<file path="src/hw/ssr_pkg.sv">
// ssr_pkg: constants shared by the status byte and service request block.
// assumes: included before any design file that imports it.
`default_nettype none

package ssr_pkg;

  // ****************************************************************
  // widths and group numbering
  // ****************************************************************
  localparam int unsigned SSR_BYTE_W = 8;
  localparam int unsigned SSR_GRP_W = 16;
  localparam int unsigned SSR_STD_EV_W = 8;
  localparam int unsigned SSR_NUM_GRP = 5;
  localparam int unsigned SSR_RST_SYNC_W = 2;

  // group index into the per-group port vectors
  localparam int unsigned SSR_GRP_HW1 = 0;
  localparam int unsigned SSR_GRP_HW2 = 1;
  localparam int unsigned SSR_GRP_QUES = 2;
  localparam int unsigned SSR_GRP_OPER = 3;
  localparam int unsigned SSR_GRP_STD = 4;

  // ****************************************************************
  // status byte bit positions
  // ****************************************************************
  localparam int unsigned SSR_SB_HW1_BIT = 0;
  localparam int unsigned SSR_SB_HW2_BIT = 1;
  localparam int unsigned SSR_SB_UNUSED_BIT = 2;
  localparam int unsigned SSR_SB_QUES_BIT = 3;
  localparam int unsigned SSR_SB_MSG_AVAIL_BIT = 4;
  localparam int unsigned SSR_SB_STD_EV_BIT = 5;
  localparam int unsigned SSR_SB_REQ_SVC_BIT = 6;
  localparam int unsigned SSR_SB_OPER_BIT = 7;

  // ****************************************************************
  // reset values
  // ****************************************************************
  localparam logic [SSR_BYTE_W-1:0] SSR_BYTE_RST = 8'h00;
  localparam logic [SSR_BYTE_W-1:0] SSR_SRE_RST = 8'h00;

endpackage : ssr_pkg

`default_nettype wire

</file>
<file path="src/hw/ssr_status_byte.sv">
// ssr_status_byte: event/enable groups, the status byte, service request
// enable, request-service flag and the two read paths of the byte.
// assumes: one 100 MHz clock; all inputs but rst_n_i synchronous to it; command
// strobes (poll, query, clear, writes) are one-cycle pulses from the
// bus interface and command parser outside this block.
//
// Operation
// - keep an eight-bit status byte combining group summaries and bit 6
// - each group bit follows its group summary continuously
// - operation to bit 7, std event to bit 5, questionable to bit 3
// - hardware group two to bit 1, hardware group one to bit 0
// - bit 4 is high while the output queue holds unread data
// - a cascaded group summary may feed a group that feeds the byte
// - only bit 6 differs between serial poll and query readout
// - serial poll returns bit 6 as the request-service flag
// - serial poll clears request-service until a new reason arises
// - serial poll leaves bits 0 to 5 and 7 unchanged
// - master summary is OR of byte AND enable, bit 6 excluded
// - query reports bit 6 as master summary and modifies nothing
// - query answer is 0..255 weighted sum with 64 for master summary
// - status byte is read only; changes only with its summaries
// - clear-status empties every event register so summaries fall
// - clear-status leaves output queue and its available bit alone
// - an enabled condition asserts service request and sets the flag
// - group summary is OR of event AND enable bits; the code also ORs in grp_cascade_i, unmasked by any enable
// - event bits latch until queried or clear-status
`default_nettype none

module ssr_status_byte
  import ssr_pkg::*;
#(
  parameter int unsigned GRP_W = SSR_GRP_W,
  parameter int unsigned STD_W = SSR_STD_EV_W
) (
  input wire logic clock_i,
  input wire logic rst_n_i,
  // per-group event sources, one-cycle set pulses per bit
  input wire logic [SSR_NUM_GRP-1:0][GRP_W-1:0] grp_event_set_i,
  // summaries of cascaded groups that feed each group
  input wire logic [SSR_NUM_GRP-1:0] grp_cascade_i,
  input wire logic [SSR_NUM_GRP-1:0] grp_enable_wr_i,
  input wire logic [GRP_W-1:0] grp_enable_data_i,
  input wire logic [SSR_NUM_GRP-1:0] grp_event_query_i,
  input wire logic clear_status_i,
  input wire logic outq_not_empty_i,
  input wire logic sre_wr_i,
  input wire logic [SSR_BYTE_W-1:0] sre_data_i,
  input wire logic serial_poll_i,
  input wire logic stb_query_i,
  output logic [GRP_W-1:0] grp_event_data_o,
  output logic grp_event_valid_o,
  output logic [SSR_BYTE_W-1:0] service_summary_byte_o,
  output logic [SSR_BYTE_W-1:0] sre_o,
  output logic request_service_flag_o,
  output logic srq_o,
  output logic [SSR_BYTE_W-1:0] poll_byte_o,
  output logic poll_valid_o,
  output logic [SSR_BYTE_W-1:0] stb_value_o,
  output logic stb_valid_o
);

  // ****************************************************************
  // parameter checks
  // ****************************************************************
  if (STD_W < 1 || STD_W > GRP_W) begin : g_bad_width
    $error("ssr_status_byte: STD_W must lie in 1..GRP_W");
  end

  // ****************************************************************
  // reset release
  // ****************************************************************
  logic [SSR_RST_SYNC_W-1:0] rst_sync_q;
  logic rst_q;

  // async assert, clean release after two edges
  always_ff @(posedge clock_i or negedge rst_n_i) begin
    if (!rst_n_i) begin
      rst_sync_q <= '0;
    end else begin
      rst_sync_q <= {rst_sync_q[SSR_RST_SYNC_W-2:0], 1'b1};
    end
  end
  assign rst_q = rst_sync_q[SSR_RST_SYNC_W-1];

  // ****************************************************************
  // helpers
  // ****************************************************************
  // valid bits of a group; the std event group is narrower
  function automatic logic [GRP_W-1:0] grp_mask(input int unsigned g);
    logic [GRP_W-1:0] m;
    m = '1;
    if (g == SSR_GRP_STD) begin
      m = m >> (GRP_W - STD_W);
    end
    return m;
  endfunction : grp_mask

  // summary message of one group
  function automatic logic grp_summary(input logic [GRP_W-1:0] ev,
                                       input logic [GRP_W-1:0] en);
    return |(ev & en);
  endfunction : grp_summary

  // ****************************************************************
  // state
  // ****************************************************************
  typedef struct packed {
    logic [SSR_NUM_GRP-1:0][GRP_W-1:0] ev;
    logic [SSR_NUM_GRP-1:0][GRP_W-1:0] en;
    logic [SSR_BYTE_W-1:0] sre;
    logic [SSR_BYTE_W-1:0] sb;
    logic [SSR_BYTE_W-1:0] mprev;
    logic req_svc;
    logic [SSR_BYTE_W-1:0] poll_byte;
    logic poll_valid;
    logic [SSR_BYTE_W-1:0] stb_value;
    logic stb_valid;
    logic [GRP_W-1:0] ev_data;
    logic ev_valid;
  } ssr_state_t;

  ssr_state_t s_q;
  ssr_state_t s_d;

  logic [SSR_NUM_GRP-1:0] summ;
  logic [SSR_BYTE_W-1:0] live;
  logic [SSR_BYTE_W-1:0] masked;
  logic [SSR_BYTE_W-1:0] rising;
  logic master_summary_flag;
  logic found;

  // ****************************************************************
  // next state
  // ****************************************************************
  // the readout valid flags are pulses; everything else holds
  always_comb begin
    s_d = s_q;
    s_d.poll_valid = 1'b0;
    s_d.stb_valid = 1'b0;
    s_d.ev_valid = 1'b0;
    found = 1'b0;

    // summaries come from registered events, so a query pulse and the
    // byte agree on one cycle's view
    for (int unsigned g = 0; g < SSR_NUM_GRP; g++) begin
      summ[g] = grp_summary(s_q.ev[g], s_q.en[g])
                | grp_cascade_i[g];
    end

    // assemble the byte; bit 6 is filled per read path
    live = SSR_BYTE_RST;
    live[SSR_SB_HW1_BIT] = summ[SSR_GRP_HW1];
    live[SSR_SB_HW2_BIT] = summ[SSR_GRP_HW2];
    live[SSR_SB_QUES_BIT] = summ[SSR_GRP_QUES];
    live[SSR_SB_STD_EV_BIT] = summ[SSR_GRP_STD];
    live[SSR_SB_OPER_BIT] = summ[SSR_GRP_OPER];
    live[SSR_SB_MSG_AVAIL_BIT] = outq_not_empty_i;
    live[SSR_SB_UNUSED_BIT] = 1'b0;

    // master summary, bit 6 kept out of the combination
    masked = live & s_q.sre;
    masked[SSR_SB_REQ_SVC_BIT] = 1'b0;
    master_summary_flag = |masked;

    // a new reason is a freshly risen enabled bit
    rising = masked & ~s_q.mprev;
    s_d.mprev = masked;

    // request-service: a rising reason beats a poll in the same cycle,
    // so the new reason is never lost; it also drops once no enabled
    // condition remains
    if (|rising) begin
      s_d.req_svc = 1'b1;
    end else if (serial_poll_i || !master_summary_flag) begin
      s_d.req_svc = 1'b0;
    end

    // byte seen by the outside world; it has no write path
    s_d.sb = live;
    s_d.sb[SSR_SB_REQ_SVC_BIT] = master_summary_flag;

    // serial poll: bit 6 is the flag as it stood before the poll
    if (serial_poll_i) begin
      s_d.poll_byte = live;
      s_d.poll_byte[SSR_SB_REQ_SVC_BIT] = s_q.req_svc;
      s_d.poll_valid = 1'b1;
    end

    // query: value bound for the output queue, no side effect
    if (stb_query_i) begin
      s_d.stb_value = live;
      s_d.stb_value[SSR_SB_REQ_SVC_BIT] = master_summary_flag;
      s_d.stb_valid = 1'b1;
    end

    // enable writes; unused bits of the narrow group are dropped
    for (int unsigned g = 0; g < SSR_NUM_GRP; g++) begin
      if (grp_enable_wr_i[g]) begin
        s_d.en[g] = grp_enable_data_i & grp_mask(g);
      end
    end
    if (sre_wr_i) begin
      s_d.sre = sre_data_i;
      s_d.sre[SSR_SB_REQ_SVC_BIT] = 1'b0;
    end

    // event query readout: lowest group index wins if several collide
    for (int unsigned g = 0; g < SSR_NUM_GRP; g++) begin
      if (grp_event_query_i[g] && !found) begin
        s_d.ev_data = s_q.ev[g];
        s_d.ev_valid = 1'b1;
        found = 1'b1;
      end
    end

    // events latch; a set arriving with a clear survives it
    for (int unsigned g = 0; g < SSR_NUM_GRP; g++) begin
      if (clear_status_i || grp_event_query_i[g]) begin
        s_d.ev[g] = '0;
      end
      s_d.ev[g] = (s_d.ev[g] | grp_event_set_i[g])
                  & grp_mask(g);
    end
  end

  // ****************************************************************
  // state register
  // ****************************************************************
  always_ff @(posedge clock_i or negedge rst_q) begin
    if (!rst_q) begin
      s_q <= '0;
      s_q.sre <= SSR_SRE_RST;
      s_q.sb <= SSR_BYTE_RST;
    end else begin
      s_q <= s_d;
    end
  end

  // outputs straight from flops
  assign grp_event_data_o = s_q.ev_data;
  assign grp_event_valid_o = s_q.ev_valid;
  assign service_summary_byte_o = s_q.sb;
  assign sre_o = s_q.sre;
  assign request_service_flag_o = s_q.req_svc;
  assign srq_o = s_q.req_svc;
  assign poll_byte_o = s_q.poll_byte;
  assign poll_valid_o = s_q.poll_valid;
  assign stb_value_o = s_q.stb_value;
  assign stb_valid_o = s_q.stb_valid;

  // ****************************************************************
  // checks
  // ****************************************************************
  // every bit of the byte except the one whose meaning depends on the path
  localparam logic [SSR_BYTE_W-1:0] NON_FLAG_MASK =
    ~(SSR_BYTE_W'(1) << SSR_SB_REQ_SVC_BIT);

  // group bits trail their summaries by one cycle
  AST_GROUP_BITS: assert property (
    @(posedge clock_i) disable iff (!rst_q)
    ##1 (service_summary_byte_o[SSR_SB_OPER_BIT] == $past(summ[SSR_GRP_OPER]))
    && (service_summary_byte_o[SSR_SB_QUES_BIT] == $past(summ[SSR_GRP_QUES]))
    && (service_summary_byte_o[SSR_SB_STD_EV_BIT]
        == $past(summ[SSR_GRP_STD])))
    else $error("group bit does not follow its summary");

  AST_HW_BITS: assert property (
    @(posedge clock_i) disable iff (!rst_q)
    ##1 (service_summary_byte_o[SSR_SB_HW1_BIT] == $past(summ[SSR_GRP_HW1]))
    && (service_summary_byte_o[SSR_SB_HW2_BIT] == $past(summ[SSR_GRP_HW2])))
    else $error("hardware group bit does not follow its summary");

  AST_MSG_AVAIL: assert property (
    @(posedge clock_i) disable iff (!rst_q)
    ##1 service_summary_byte_o[SSR_SB_MSG_AVAIL_BIT]
        == $past(outq_not_empty_i))
    else $error("message available bit wrong");

  AST_UNUSED_ZERO: assert property (
    @(posedge clock_i) disable iff (!rst_q)
    !service_summary_byte_o[SSR_SB_UNUSED_BIT]
    && !poll_byte_o[SSR_SB_UNUSED_BIT] && !stb_value_o[SSR_SB_UNUSED_BIT])
    else $error("unused bit reads one");

  AST_POLL_BIT6: assert property (
    @(posedge clock_i) disable iff (!rst_q)
    serial_poll_i |=> poll_valid_o
    && (poll_byte_o[SSR_SB_REQ_SVC_BIT] == $past(srq_o)))
    else $error("poll bit 6 is not the request-service flag");

  AST_POLL_CLEARS: assert property (
    @(posedge clock_i) disable iff (!rst_q)
    (serial_poll_i && !(|rising)) |=> !srq_o)
    else $error("poll did not clear request-service");

  // the poll answer and the byte are built from the same cycle's view
  AST_PATHS_AGREE: assert property (
    @(posedge clock_i) disable iff (!rst_q)
    serial_poll_i |=>
    ((poll_byte_o ^ service_summary_byte_o) & NON_FLAG_MASK) == '0)
    else $error("read paths differ outside bit 6");

  AST_QUERY_VALUE: assert property (
    @(posedge clock_i) disable iff (!rst_q)
    stb_query_i |=> stb_value_o == service_summary_byte_o)
    else $error("query answer differs from the status byte");

  AST_QUERY_KEEPS_FLAG: assert property (
    @(posedge clock_i) disable iff (!rst_q)
    (stb_query_i && !serial_poll_i && master_summary_flag && !(|rising))
    |=> srq_o == $past(srq_o))
    else $error("query changed the request-service flag");

  AST_MASTER_SUMMARY: assert property (
    @(posedge clock_i) disable iff (!rst_q)
    stb_query_i |=> stb_valid_o
    && stb_value_o[SSR_SB_REQ_SVC_BIT]
       == $past(|(live & s_q.sre & NON_FLAG_MASK)))
    else $error("query bit 6 is not the master summary");

  AST_RQS_RISE: assert property (
    @(posedge clock_i) disable iff (!rst_q)
    (|rising) |=> srq_o && request_service_flag_o)
    else $error("new enabled reason did not request service");

  AST_NO_REASON: assert property (
    @(posedge clock_i) disable iff (!rst_q)
    (!srq_o && !(|rising)) |=> !srq_o)
    else $error("service request without a new reason");

  AST_CLS_EMPTIES: assert property (
    @(posedge clock_i) disable iff (!rst_q)
    (clear_status_i && grp_event_set_i == '0) |=> s_q.ev == '0)
    else $error("clear-status left an event bit set");

  AST_EV_HOLD: assert property (
    @(posedge clock_i) disable iff (!rst_q)
    (!clear_status_i && !grp_event_query_i[SSR_GRP_OPER]
     && s_q.ev[SSR_GRP_OPER][0]) |=> s_q.ev[SSR_GRP_OPER][0])
    else $error("latched event bit dropped");

endmodule : ssr_status_byte

`default_nettype wire

</file>
<file path="config.mk">
export PLATFORM = sky130hd
export DESIGN_NAME = ssr_status_byte
export DESIGN_NICKNAME = d
export VERILOG_FILES = /design/src/hw/ssr_pkg.sv /design/src/hw/ssr_status_byte.sv
export SDC_FILE = /design/constraint.sdc
export NUM_CORES = 1
export LEC_CHECK = 0
export BUFFER_PORTS_ARGS = -buffer_cell sky130_fd_sc_hd__buf_2
export CAP_MARGIN = 25
export CORE_UTILIZATION = 54
export CTS_CLUSTER_SIZE = 24
export DETAILED_ROUTE_END_ITERATION = 6
export GPL_TIMING_DRIVEN = 0
export PLACE_DENSITY = 0.79
export SYNTH_ARGS = -nofsm -noshare
export SYNTH_HDL_FRONTEND = slang
export SYNTH_SLANG_ARGS = --single-unit
export TNS_END_PERCENT = 20
</file>
<file path="constraint.sdc">
create_clock -name clock_i -period 7.1 [get_ports clock_i]
set_input_delay 2.13 -clock clock_i [delete_from_list [all_inputs] [get_ports clock_i]]
set_output_delay 2.13 -clock clock_i [all_outputs]
set_load 0.02 [all_outputs]
</file>
# ---- Yosys cells after proc, flatten, opt, wreduce, memory -nomap -nowiden
# Index checks and enable logic that the tools add are counted.
dict set report classes {
  bitwise 19
  mux 19
  n_reduce_logical 24
}
# op n
set op_table {}
lappend op_table {{2-to-1 mux 17 bit} 5}
lappend op_table {{bitwise AND 16 bit} 5}
lappend op_table {{2-to-1 mux 16 bit} 5}
lappend op_table {{OR reduction 16 bit} 5}
lappend op_table {{OR 16 bit} 4}
lappend op_table {{bitwise AND 8 x 16 -> 16 bit} 1}
lappend op_table {{bitwise AND 8 bit} 2}
lappend op_table {{2-to-1 mux 1 bit} 8}
lappend op_table {{2-to-1 mux 8 bit} 1}
lappend op_table {{inverter 8 bit} 1}
lappend op_table {{OR 8 bit} 1}
lappend op_table {{OR reduction 8 bit} 1}
lappend op_table {{OR reduction 7 bit} 1}
lappend op_table {{logical OR 1 bit} 6}
lappend op_table {{zero test 1 bit} 5}
lappend op_table {{OR 1 bit} 5}
lappend op_table {{nonzero test 5 bit} 1}
lappend op_table {{logical AND 1 bit} 4}
lappend op_table {{nonzero test 2 bit} 1}
dict set report word_totals {
  inputBits 126
  regBits 209
  output_inout_bits 53
}

# ---- Longest topological paths before layout
# Gate-level depths: netlist of the first run.
dict set report logic_depth {
  depth_word 13
  ltp_mapped 8
  mapped_depth_nobuf 7
}

# ---- Worst setup path after synthesis of the first run
# Ideal clock, no wire load.
dict set report synth_path {
  path_kind {input port to flip-flop}
  from {input grp_cascade_i[1]}
  to {register s_q (netlist bit request_service_flag_o)}
  t_arrival_ps 3254
  setup_ps 142
  path_slack_ps 3704
  stages 6
  cell_sequence {a21o_4 > nor4b_4 > inv_2 > a221oi_2 > nor4b_4 > o311ai_1}
}
dict set report synth_between {
  elab_chain_cells 6
  word_cells_on_any_way 9
}
# item line_no
set synth_lines {}
lappend synth_lines {{start, declared} ssr_status_byte.sv:40} ;# input wire logic [SSR_NUM_GRP-1:0] grp_cascade_i,
lappend synth_lines {{OR 1 bit (*)} ssr_status_byte.sv:147} ;# | grp_cascade_i[g];
lappend synth_lines {{named net live[1]} ssr_status_byte.sv:126} ;# logic [SSR_BYTE_W-1:0] live;
lappend synth_lines {{bitwise AND 8 bit (*)} ssr_status_byte.sv:161} ;# masked = live & s_q.sre;
lappend synth_lines {{OR reduction 7 bit} ssr_status_byte.sv:163} ;# master_summary_flag = |masked;
lappend synth_lines {{zero test 1 bit} ssr_status_byte.sv:174} ;# end else if (serial_poll_i || !master_summary_flag) begin
lappend synth_lines {{logical OR 1 bit} ssr_status_byte.sv:174}
lappend synth_lines {{nonzero test 2 bit (no source line)} n/a}
lappend synth_lines {{end, declared} ssr_status_byte.sv:122} ;# ssr_state_t s_q;
# Mark *: on every way through the listed nets, which the timed path passes. The rest lies on a longest branch.
# A chain may end at the register's enable or synchronous reset.

# ---- Worst setup path in the final report of the first run
dict set report layout_path {
  from {input grp_event_query_i[3]}
  to {register s_q (netlist bit grp_event_data_o[0])}
}
dict set report layout_between {
  elab_chain_cells 5
  word_cells_on_any_way 7
}
# item line_no
set layout_lines {}
lappend layout_lines {{start, declared} ssr_status_byte.sv:43} ;# input wire logic [SSR_NUM_GRP-1:0] grp_event_query_i,
lappend layout_lines {{logical AND 1 bit (*)} ssr_status_byte.sv:209} ;# if (grp_event_query_i[g] && !found) begin
lappend layout_lines {{2-to-1 mux 1 bit} ssr_status_byte.sv:209}
lappend layout_lines {{zero test 1 bit} ssr_status_byte.sv:209}
lappend layout_lines {{logical AND 1 bit} ssr_status_byte.sv:209}
lappend layout_lines {{nonzero test 5 bit (no source line) or 2-to-1 mux 17 bit (tied branches)} n/a}
# Every way passes the cells marked *; elsewhere a longest branch is shown, timed or not.

==> results of run 1 <==
-- worst paths after layout --
check | start | cells past startpoint | endpoint
max | grp_event_query_i[3] | 7 | grp_event_data_o[0]$_DFFE_PN0P_
min | rst_sync_q[1]$_DFF_PN0_ | 0 | sre_o[2]$_DFFE_PN0P_
max reg2reg | s_q[187]$_DFF_PN0_ | 6 | request_service_flag_o$_DFFE_PN0P_
min reg2reg | rst_sync_q[1]$_DFF_PN0_ | 0 | sre_o[2]$_DFFE_PN0P_
max in group asynchronous | rst_n_i | 1 | rst_sync_q[1]$_DFF_PN0_
min in group clock_i | rst_sync_q[0]$_DFF_PN0_ | 0 | rst_sync_q[1]$_DFF_PN0_
-- registers in the layout (all words and copies together) (netlist names), 2 cells and up --
| signal | flops |
|---|---|
| sre_o | 7 |
| poll_byte_o | 7 |
| rst_sync_q | 2 |
| s_q | 150 |
| stb_value_o | 7 |
| grp_event_data_o | 16 |
| service_summary_byte_o | 7 |
-- metal layers --
metal | track usage, % | vias up | wire length, um
met5 | 0 | - | 0
met4 | 11.8 | 0 | 725
met3 | 7.69 | 55 | 1970
met2 | 44.9 | 299 | 10300
met1 | 38.5 | 3001 | 8580
li1 | - | 2590 | -
-- cells in the mapped netlist (2+ instances only) --
library cell and number:
a2111oi_4 3, a21o_1 72, a21oi_1 24, a221oi_1 7, a221oi_2 2, a222oi_1 6
a22oi_1 25, a22oi_2 4, and2_1 2, buf_4 49, clkbuf_1 26, conb_1 2
dfrtp_1 200, inv_1 11, mux2_2 84, mux2i_1 15, nand2_1 19, nand3_1 3
nand4_1 3, nor2_1 35, nor2b_1 3, nor4b_4 2, o21ai_0 14, o221ai_1 3
o22ai_1 6
-- stage by stage --
stage	instance area [um2]	power (mW)	worst slack [ns]
6_report	10000	2.62	3.69
3_3_place_gp	9330	1.63	-0.460
5_1_grt	10000	2.71	3.67
3_5_place_dp	9410	1.66	3.32
2_1_floorplan	8320	1.52	1.11
4_1_cts	10000	2.63	3.77
-- where the power goes --
group          internal [mW]  switching [mW]  total (mW)
Clock                  0.565           0.416       0.981
Sequential              1.23          0.0799        1.31
Combinational          0.161           0.171       0.332
-- placed cells by master (no fill, tap or decap), types with 4 or more instances in the layout --
master     Yosys  routed
a22oi_1       25      25
a222oi_1       6       6
buf_4         49      49
a21oi_1       24      24
o22ai_1        6       6
nand2_1       19      19
dfrtp_1      200     199
conb_1         2       5
a21o_1        72      72
clkinv_2       0       4
a221oi_1       7       7
o21ai_0       14      14
clkbuf_1      26      29
clkbuf_16      0      17
mux2i_1       15      15
inv_1         11      11
a22oi_2        4       4
buf_2          1     157
nor2_1        35      35
mux2_2        84      84
-- critical path, cell delays in order --
cell and delay (ns):
clkbuf_1 0.17, clkbuf_1 0.26, o21ai_0 0.34, mux2i_1 0.16, nor2_1 0.13, a21oi_1 0.05
o21ai_0 0.44
-- cell type report --
type / count / area, um2
Tap cell: 184 / 230
Clock inverter: 11 / 146
Inverter: 12 / 45.0
Timing Repair Buffer: 159 / 856
Buffer: 77 / 474
Multi-Input combinational cell: 347 / 2790
Clock buffer: 21 / 450
Sequential cell: 200 / 5010
Fill cell: 1061 / 4750
-- cell families after synthesis --
group | Yosys count
flip-flops | 200
AO/OA/AOI/OAI | 169
multiplexers | 99
buffers and inverters | 89
AND/OR/NAND/NOR | 74
other | 2
==> flow_metrics.env, run 1 <==
export IMPL_power_density_nw_per_um2=262
export IMPL_yosysSeqAreaShare_pct=60.3
export IMPL_critPathKind="primary input to register"
export IMPL_slew_viol_final=0
export IMPL_cts_sinks=200
export IMPL_syn_area_um2=8310
export IMPL_cts_max_level=4
export IMPL_holdWs_ns=0.301
export IMPL_cts_reportedPaths_clkPinSlew_ns=0.07
export IMPL_drv_cap=0
export IMPL_initial_core_util_pct=56.3
export IMPL_synth_compound_area_share_pct=15.6
export IMPL_finalNonFillerCells=1011
export IMPL_drt_wirelength_per_cell_um=21.4
export IMPL_worstPathArrival_ns=3.67
export IMPL_io_pins=179
export IMPL_finClkSkew_ns=0.0113
export IMPL_postCtsHoldBufs=0
export IMPL_netlist_instances=633
export IMPL_rsz0062_at_grt="false"
export IMPL_gp_congestion=1.04
export IMPL_synth_xor_area_share_pct=0
export IMPL_finalSetupTns_ns=0
export IMPL_first_iter_violations=561
export IMPL_first_global_vias=5995
export IMPL_synth_simple_area_share_pct=4.56
export IMPL_critPathLaunchType="primary input"
export IMPL_drtAntennaViolNets=0
export IMPL_max_freq_ghz=0.293
export IMPL_io_buffers=156
export IMPL_synth_top_area_share_pct=60.3
export IMPL_cts_buffers=17
export IMPL_worstSetupEndpointType="register"
export IMPL_syn_to_final_growth_pct=20.4
export IMPL_synth_top_family_by_area="compound AO/OA/AOI/OAI gates"
export IMPL_ir_drop_v=0.000195
export IMPL_grt_max_degree=63
export IMPL_cts_setup_buffers=0
export IMPL_vias_per_cell=5.88
export IMPL_ys_seq_elements=200
export IMPL_grt_overflow=0
export IMPL_r2r_slack_ns=4.85
export IMPL_muxShareOfSynthArea_pct=13.2
export IMPL_row_count=44
export IMPL_clk_latency_ns=0.44
export IMPL_p_leak_nw=4.72
export IMPL_die_w_um=126
export IMPL_die_y_um=126
export IMPL_max_slew_margin_pct=57.5
export IMPL_tritoncts="done"
export IMPL_worstHoldPathType="register to async pin"
export IMPL_die_area_um2=15900
export IMPL_setup_viol=0
export IMPL_async_flop_share_pct=100
export IMPL_yosysUniqueCellTypes=38
export IMPL_ys_warn_count=0
export IMPL_drtPass1Iterations=6
export IMPL_root_buffer="clkbuf_16"
export IMPL_grt_usage_pct=28.8
export IMPL_synth_area_leaders="dfrtp_1 60%, mux2_2 11%, a21o_1 6.5%"
export IMPL_diodes=0
export IMPL_hpwl_um=16300
export IMPL_worst_ep_required_time_ns=7.37
export IMPL_grt_pass1_wl_um=33600
export IMPL_vias=5945
export IMPL_drcViolationCount=0
export IMPL_period_minus_slack_ns=3.41
export IMPL_core_area_um2=14800
export IMPL_worst_pin_slew_ns=0.638
export IMPL_hold_viol=0
export IMPL_final_period_utilization_pct=48.0
export IMPL_nets=940
export IMPL_grt_antenna_before_repair=0
export IMPL_yosys_area_top_type="dfrtp_1"
export IMPL_synthAdderAreaFrac_pct=0
export IMPL_ctsResizeCount=0
export IMPL_synth_ff_type="dfrtp_1"
export IMPL_avgSynthCellArea_um2=13.1
export IMPL_status="complete, no violations"
export IMPL_clock_path_buffers=2
export IMPL_fin_util_pct=67.8
export IMPL_synth_edf_count=0
export IMPL_dpl_cell_count=979
export IMPL_drive_above_1_share_pct=41.1
export IMPL_routed_wl_um=21600
export IMPL_critical_path_max_fanout=10
(Power assumes the default switching activity.)
==> run 2, diff against run 1 <==
- CORE_UTILIZATION: 54 -> 49
- PLACE_DENSITY: 0.79 -> 0.76
- clock period: 7.1 -> 3.06 ns (I/O delays scaled with it)
==> run 2 against run 1 <==
Sequential power rose by 130%. Clock-buffer cell count shrank 2. Combinational power rose by 130%. Core utilization shrank 7.5 points. Power grew 130%. Critical path type is now register to register. Critical endpoint is now request_service_flag_o$_DFFE_PN0P_. Largest cell class unchanged.
==> flow_metrics.env, run 2 (synthesis results as in run 1) <==
export IMPL_final_period_utilization_pct=73.1
export IMPL_swShare_pct=26.2
export IMPL_max_slew_margin_pct=45.1
export IMPL_rsz0062_at_grt="false"
export IMPL_critPathKind="register to register"
export IMPL_diodes=0
export IMPL_cts_reportedPaths_clkPinSlew_ns=0.07
export IMPL_p_sw_mw=1.57
export IMPL_layout_common_cells="199 x dfrtp_1, 157 x buf_2, 84 x mux2_2, 72 x a21o_1, 49 x buf_4"
export IMPL_worstSetupStartpoint="s_q[187]$_DFF_PN0_"
export IMPL_io_pins=179
export IMPL_final_cell_area_um2=10000
export IMPL_slew_viol_final=0
export IMPL_grt_pass1_wl_um=32900
export IMPL_first_iter_violations=551
export IMPL_critical_path_max_fanout=4
export IMPL_grt_usage_pct=25.6
export IMPL_routed_wl_um=21200
export IMPL_die_area_um2=17500
export IMPL_drtAntennaViolNets=0
export IMPL_max_freq_ghz=0.447
export IMPL_cts_max_level=4
export IMPL_critPathLaunchType="register"
export IMPL_worst_pin_slew_ns=0.824
export IMPL_core_area_um2=16600
export IMPL_place_area_um2=9430
export IMPL_syn_to_final_growth_pct=20.5
export IMPL_row_count=47
export IMPL_vias_per_cell=5.49
export IMPL_tritoncts="done"
export IMPL_cts_setup_buffers=0
export IMPL_drive_above_1_share_pct=41.1
export IMPL_final_fill_count=1366
export IMPL_die_y_um=132
export IMPL_drtPass1Iterations=5
export IMPL_clk_latency_ns=0.43
export IMPL_postCtsHoldBufs=0
export IMPL_period_minus_slack_ns=2.24
export IMPL_root_buffer="clkbuf_16"
export IMPL_power_frac_comb_pct=12.5
export IMPL_final_common_cell="dfrtp_1"
export IMPL_setup_viol=0
export IMPL_power_density_nw_per_um2=600
export IMPL_worst_ep_required_time_ns=3.35
export IMPL_worstPathArrival_ns=2.52
export IMPL_pre_cts_ws_ns=0.448
export IMPL_finalSetupTns_ns=0
export IMPL_setup_ws_ns=0.822
export IMPL_vias=5737
export IMPL_reg2reg_from="s_q[187]$_DFF_PN0_"
export IMPL_initial_core_util_pct=50.1
export IMPL_first_global_vias=5707
export IMPL_clock_path_buffers=2
export IMPL_grt_max_degree=73
export IMPL_cts_sinks=200
export IMPL_p_int_mw=4.44
export IMPL_seqPwrFrac_pct=50.6
export IMPL_ctsResizeCount=0
export IMPL_reg2reg_depth=6
export IMPL_drcViolationCount=0
export IMPL_ir_drop_v=0.000431
export IMPL_worstSetupEndpointType="register"
export IMPL_hold_viol=0
export IMPL_drt_wirelength_per_cell_um=20.3
export IMPL_gp_congestion=0.924
export IMPL_largest_reg_flops=150
export IMPL_drv_cap=0
export IMPL_hpwl_um=15800
export IMPL_nets=939
export IMPL_p_leak_nw=4.69
export IMPL_grt_overflow=0
export IMPL_reg2reg_to="request_service_flag_o$_DFFE_PN0P_"
export IMPL_pwr_share_clk_pct=36.9
export IMPL_status="complete, no violations"
export IMPL_die_w_um=132
export IMPL_cts_buffers=17
export IMPL_io_buffers=156
export IMPL_r2r_slack_ns=0.82
export IMPL_finClkSkew_ns=0.0117
export IMPL_worstHoldPathType="primary input to async pin"
export IMPL_regMostFlops="s_q"
export IMPL_grt_antenna_before_repair=0
-- run 2: final cells by class --
class                      instances  area (um2)  share of cell area, %
clock buffer                      19         433                   4.33
inverter                          12        45.0                  0.450
multi-input combinational        347        2790                   27.9
clock inverter                    12         143                   1.43
sequential                       200        5010                   50.0
tap                              220         275                   2.75
buffer                            77         474                   4.74
timing repair buffer             158         836                   8.35
-- run 2: critical path: stages (launching register included) --
cell,delay [ns]
dfrtp_1,0.45
a22oi_1,0.24
nand4_1,0.19
a2111oi_4,0.50
nor2b_1,0.20
a221oi_1,0.35
o311ai_1,0.17
-- run 2: layer usage --
metal  vias to the layer above  GRT usage, %  share of wire, %
li1                       2584             -                 -
met1                      2865          34.5                42
met2                       235          40.4                47
met3                        53          6.50               7.6
met4                         0          8.75               2.9
met5                         -             0                 0
-- run 2: power groups by stage --
stage / Clock [mW] / Sequential (mW) / Combinational [mW]
2_1_floorplan: 0 / 3.04 / 0.481
3_3_place_gp: 0 / 3.11 / 0.691
3_5_place_dp: 0 / 3.08 / 0.749
4_1_cts: 2.26 / 3.04 / 0.754
5_1_grt: 2.35 / 3.07 / 0.812
6_report: 2.22 / 3.04 / 0.750
-- run 2: worst max path at each step --
stage                                    endpoint  slack (ns)  cells after the start
2_1_floorplan  request_service_flag_o$_DFFE_PN0P_        0.88                      6
3_3_place_gp                   s_q[210]$_DFF_PN0_        0.33                      0
3_5_place_dp   request_service_flag_o$_DFFE_PN0P_        0.45                      7
4_1_cts        request_service_flag_o$_DFFE_PN0P_        0.82                      6
5_1_grt        request_service_flag_o$_DFFE_PN0P_        0.73                      7
6_report       request_service_flag_o$_DFFE_PN0P_        0.82                      6
-- run 2: per-stage QoR --
stage / total power, mW / cells / utilization [%] / hold slack, ns
final: 6.01 / 1045 / 60.3 / 0.264
after global routing: 6.23 / 1045 / 60.3 / 0.244
after CTS: 6.05 / 1045 / 60.3 / 0.246
after detailed placement: 3.83 / 1014 / 56.9 / 0.339
after global placement: 3.80 / 1012 / 56.5 / 0.336
after floorplan: 3.52 / 636 / - / 0.331
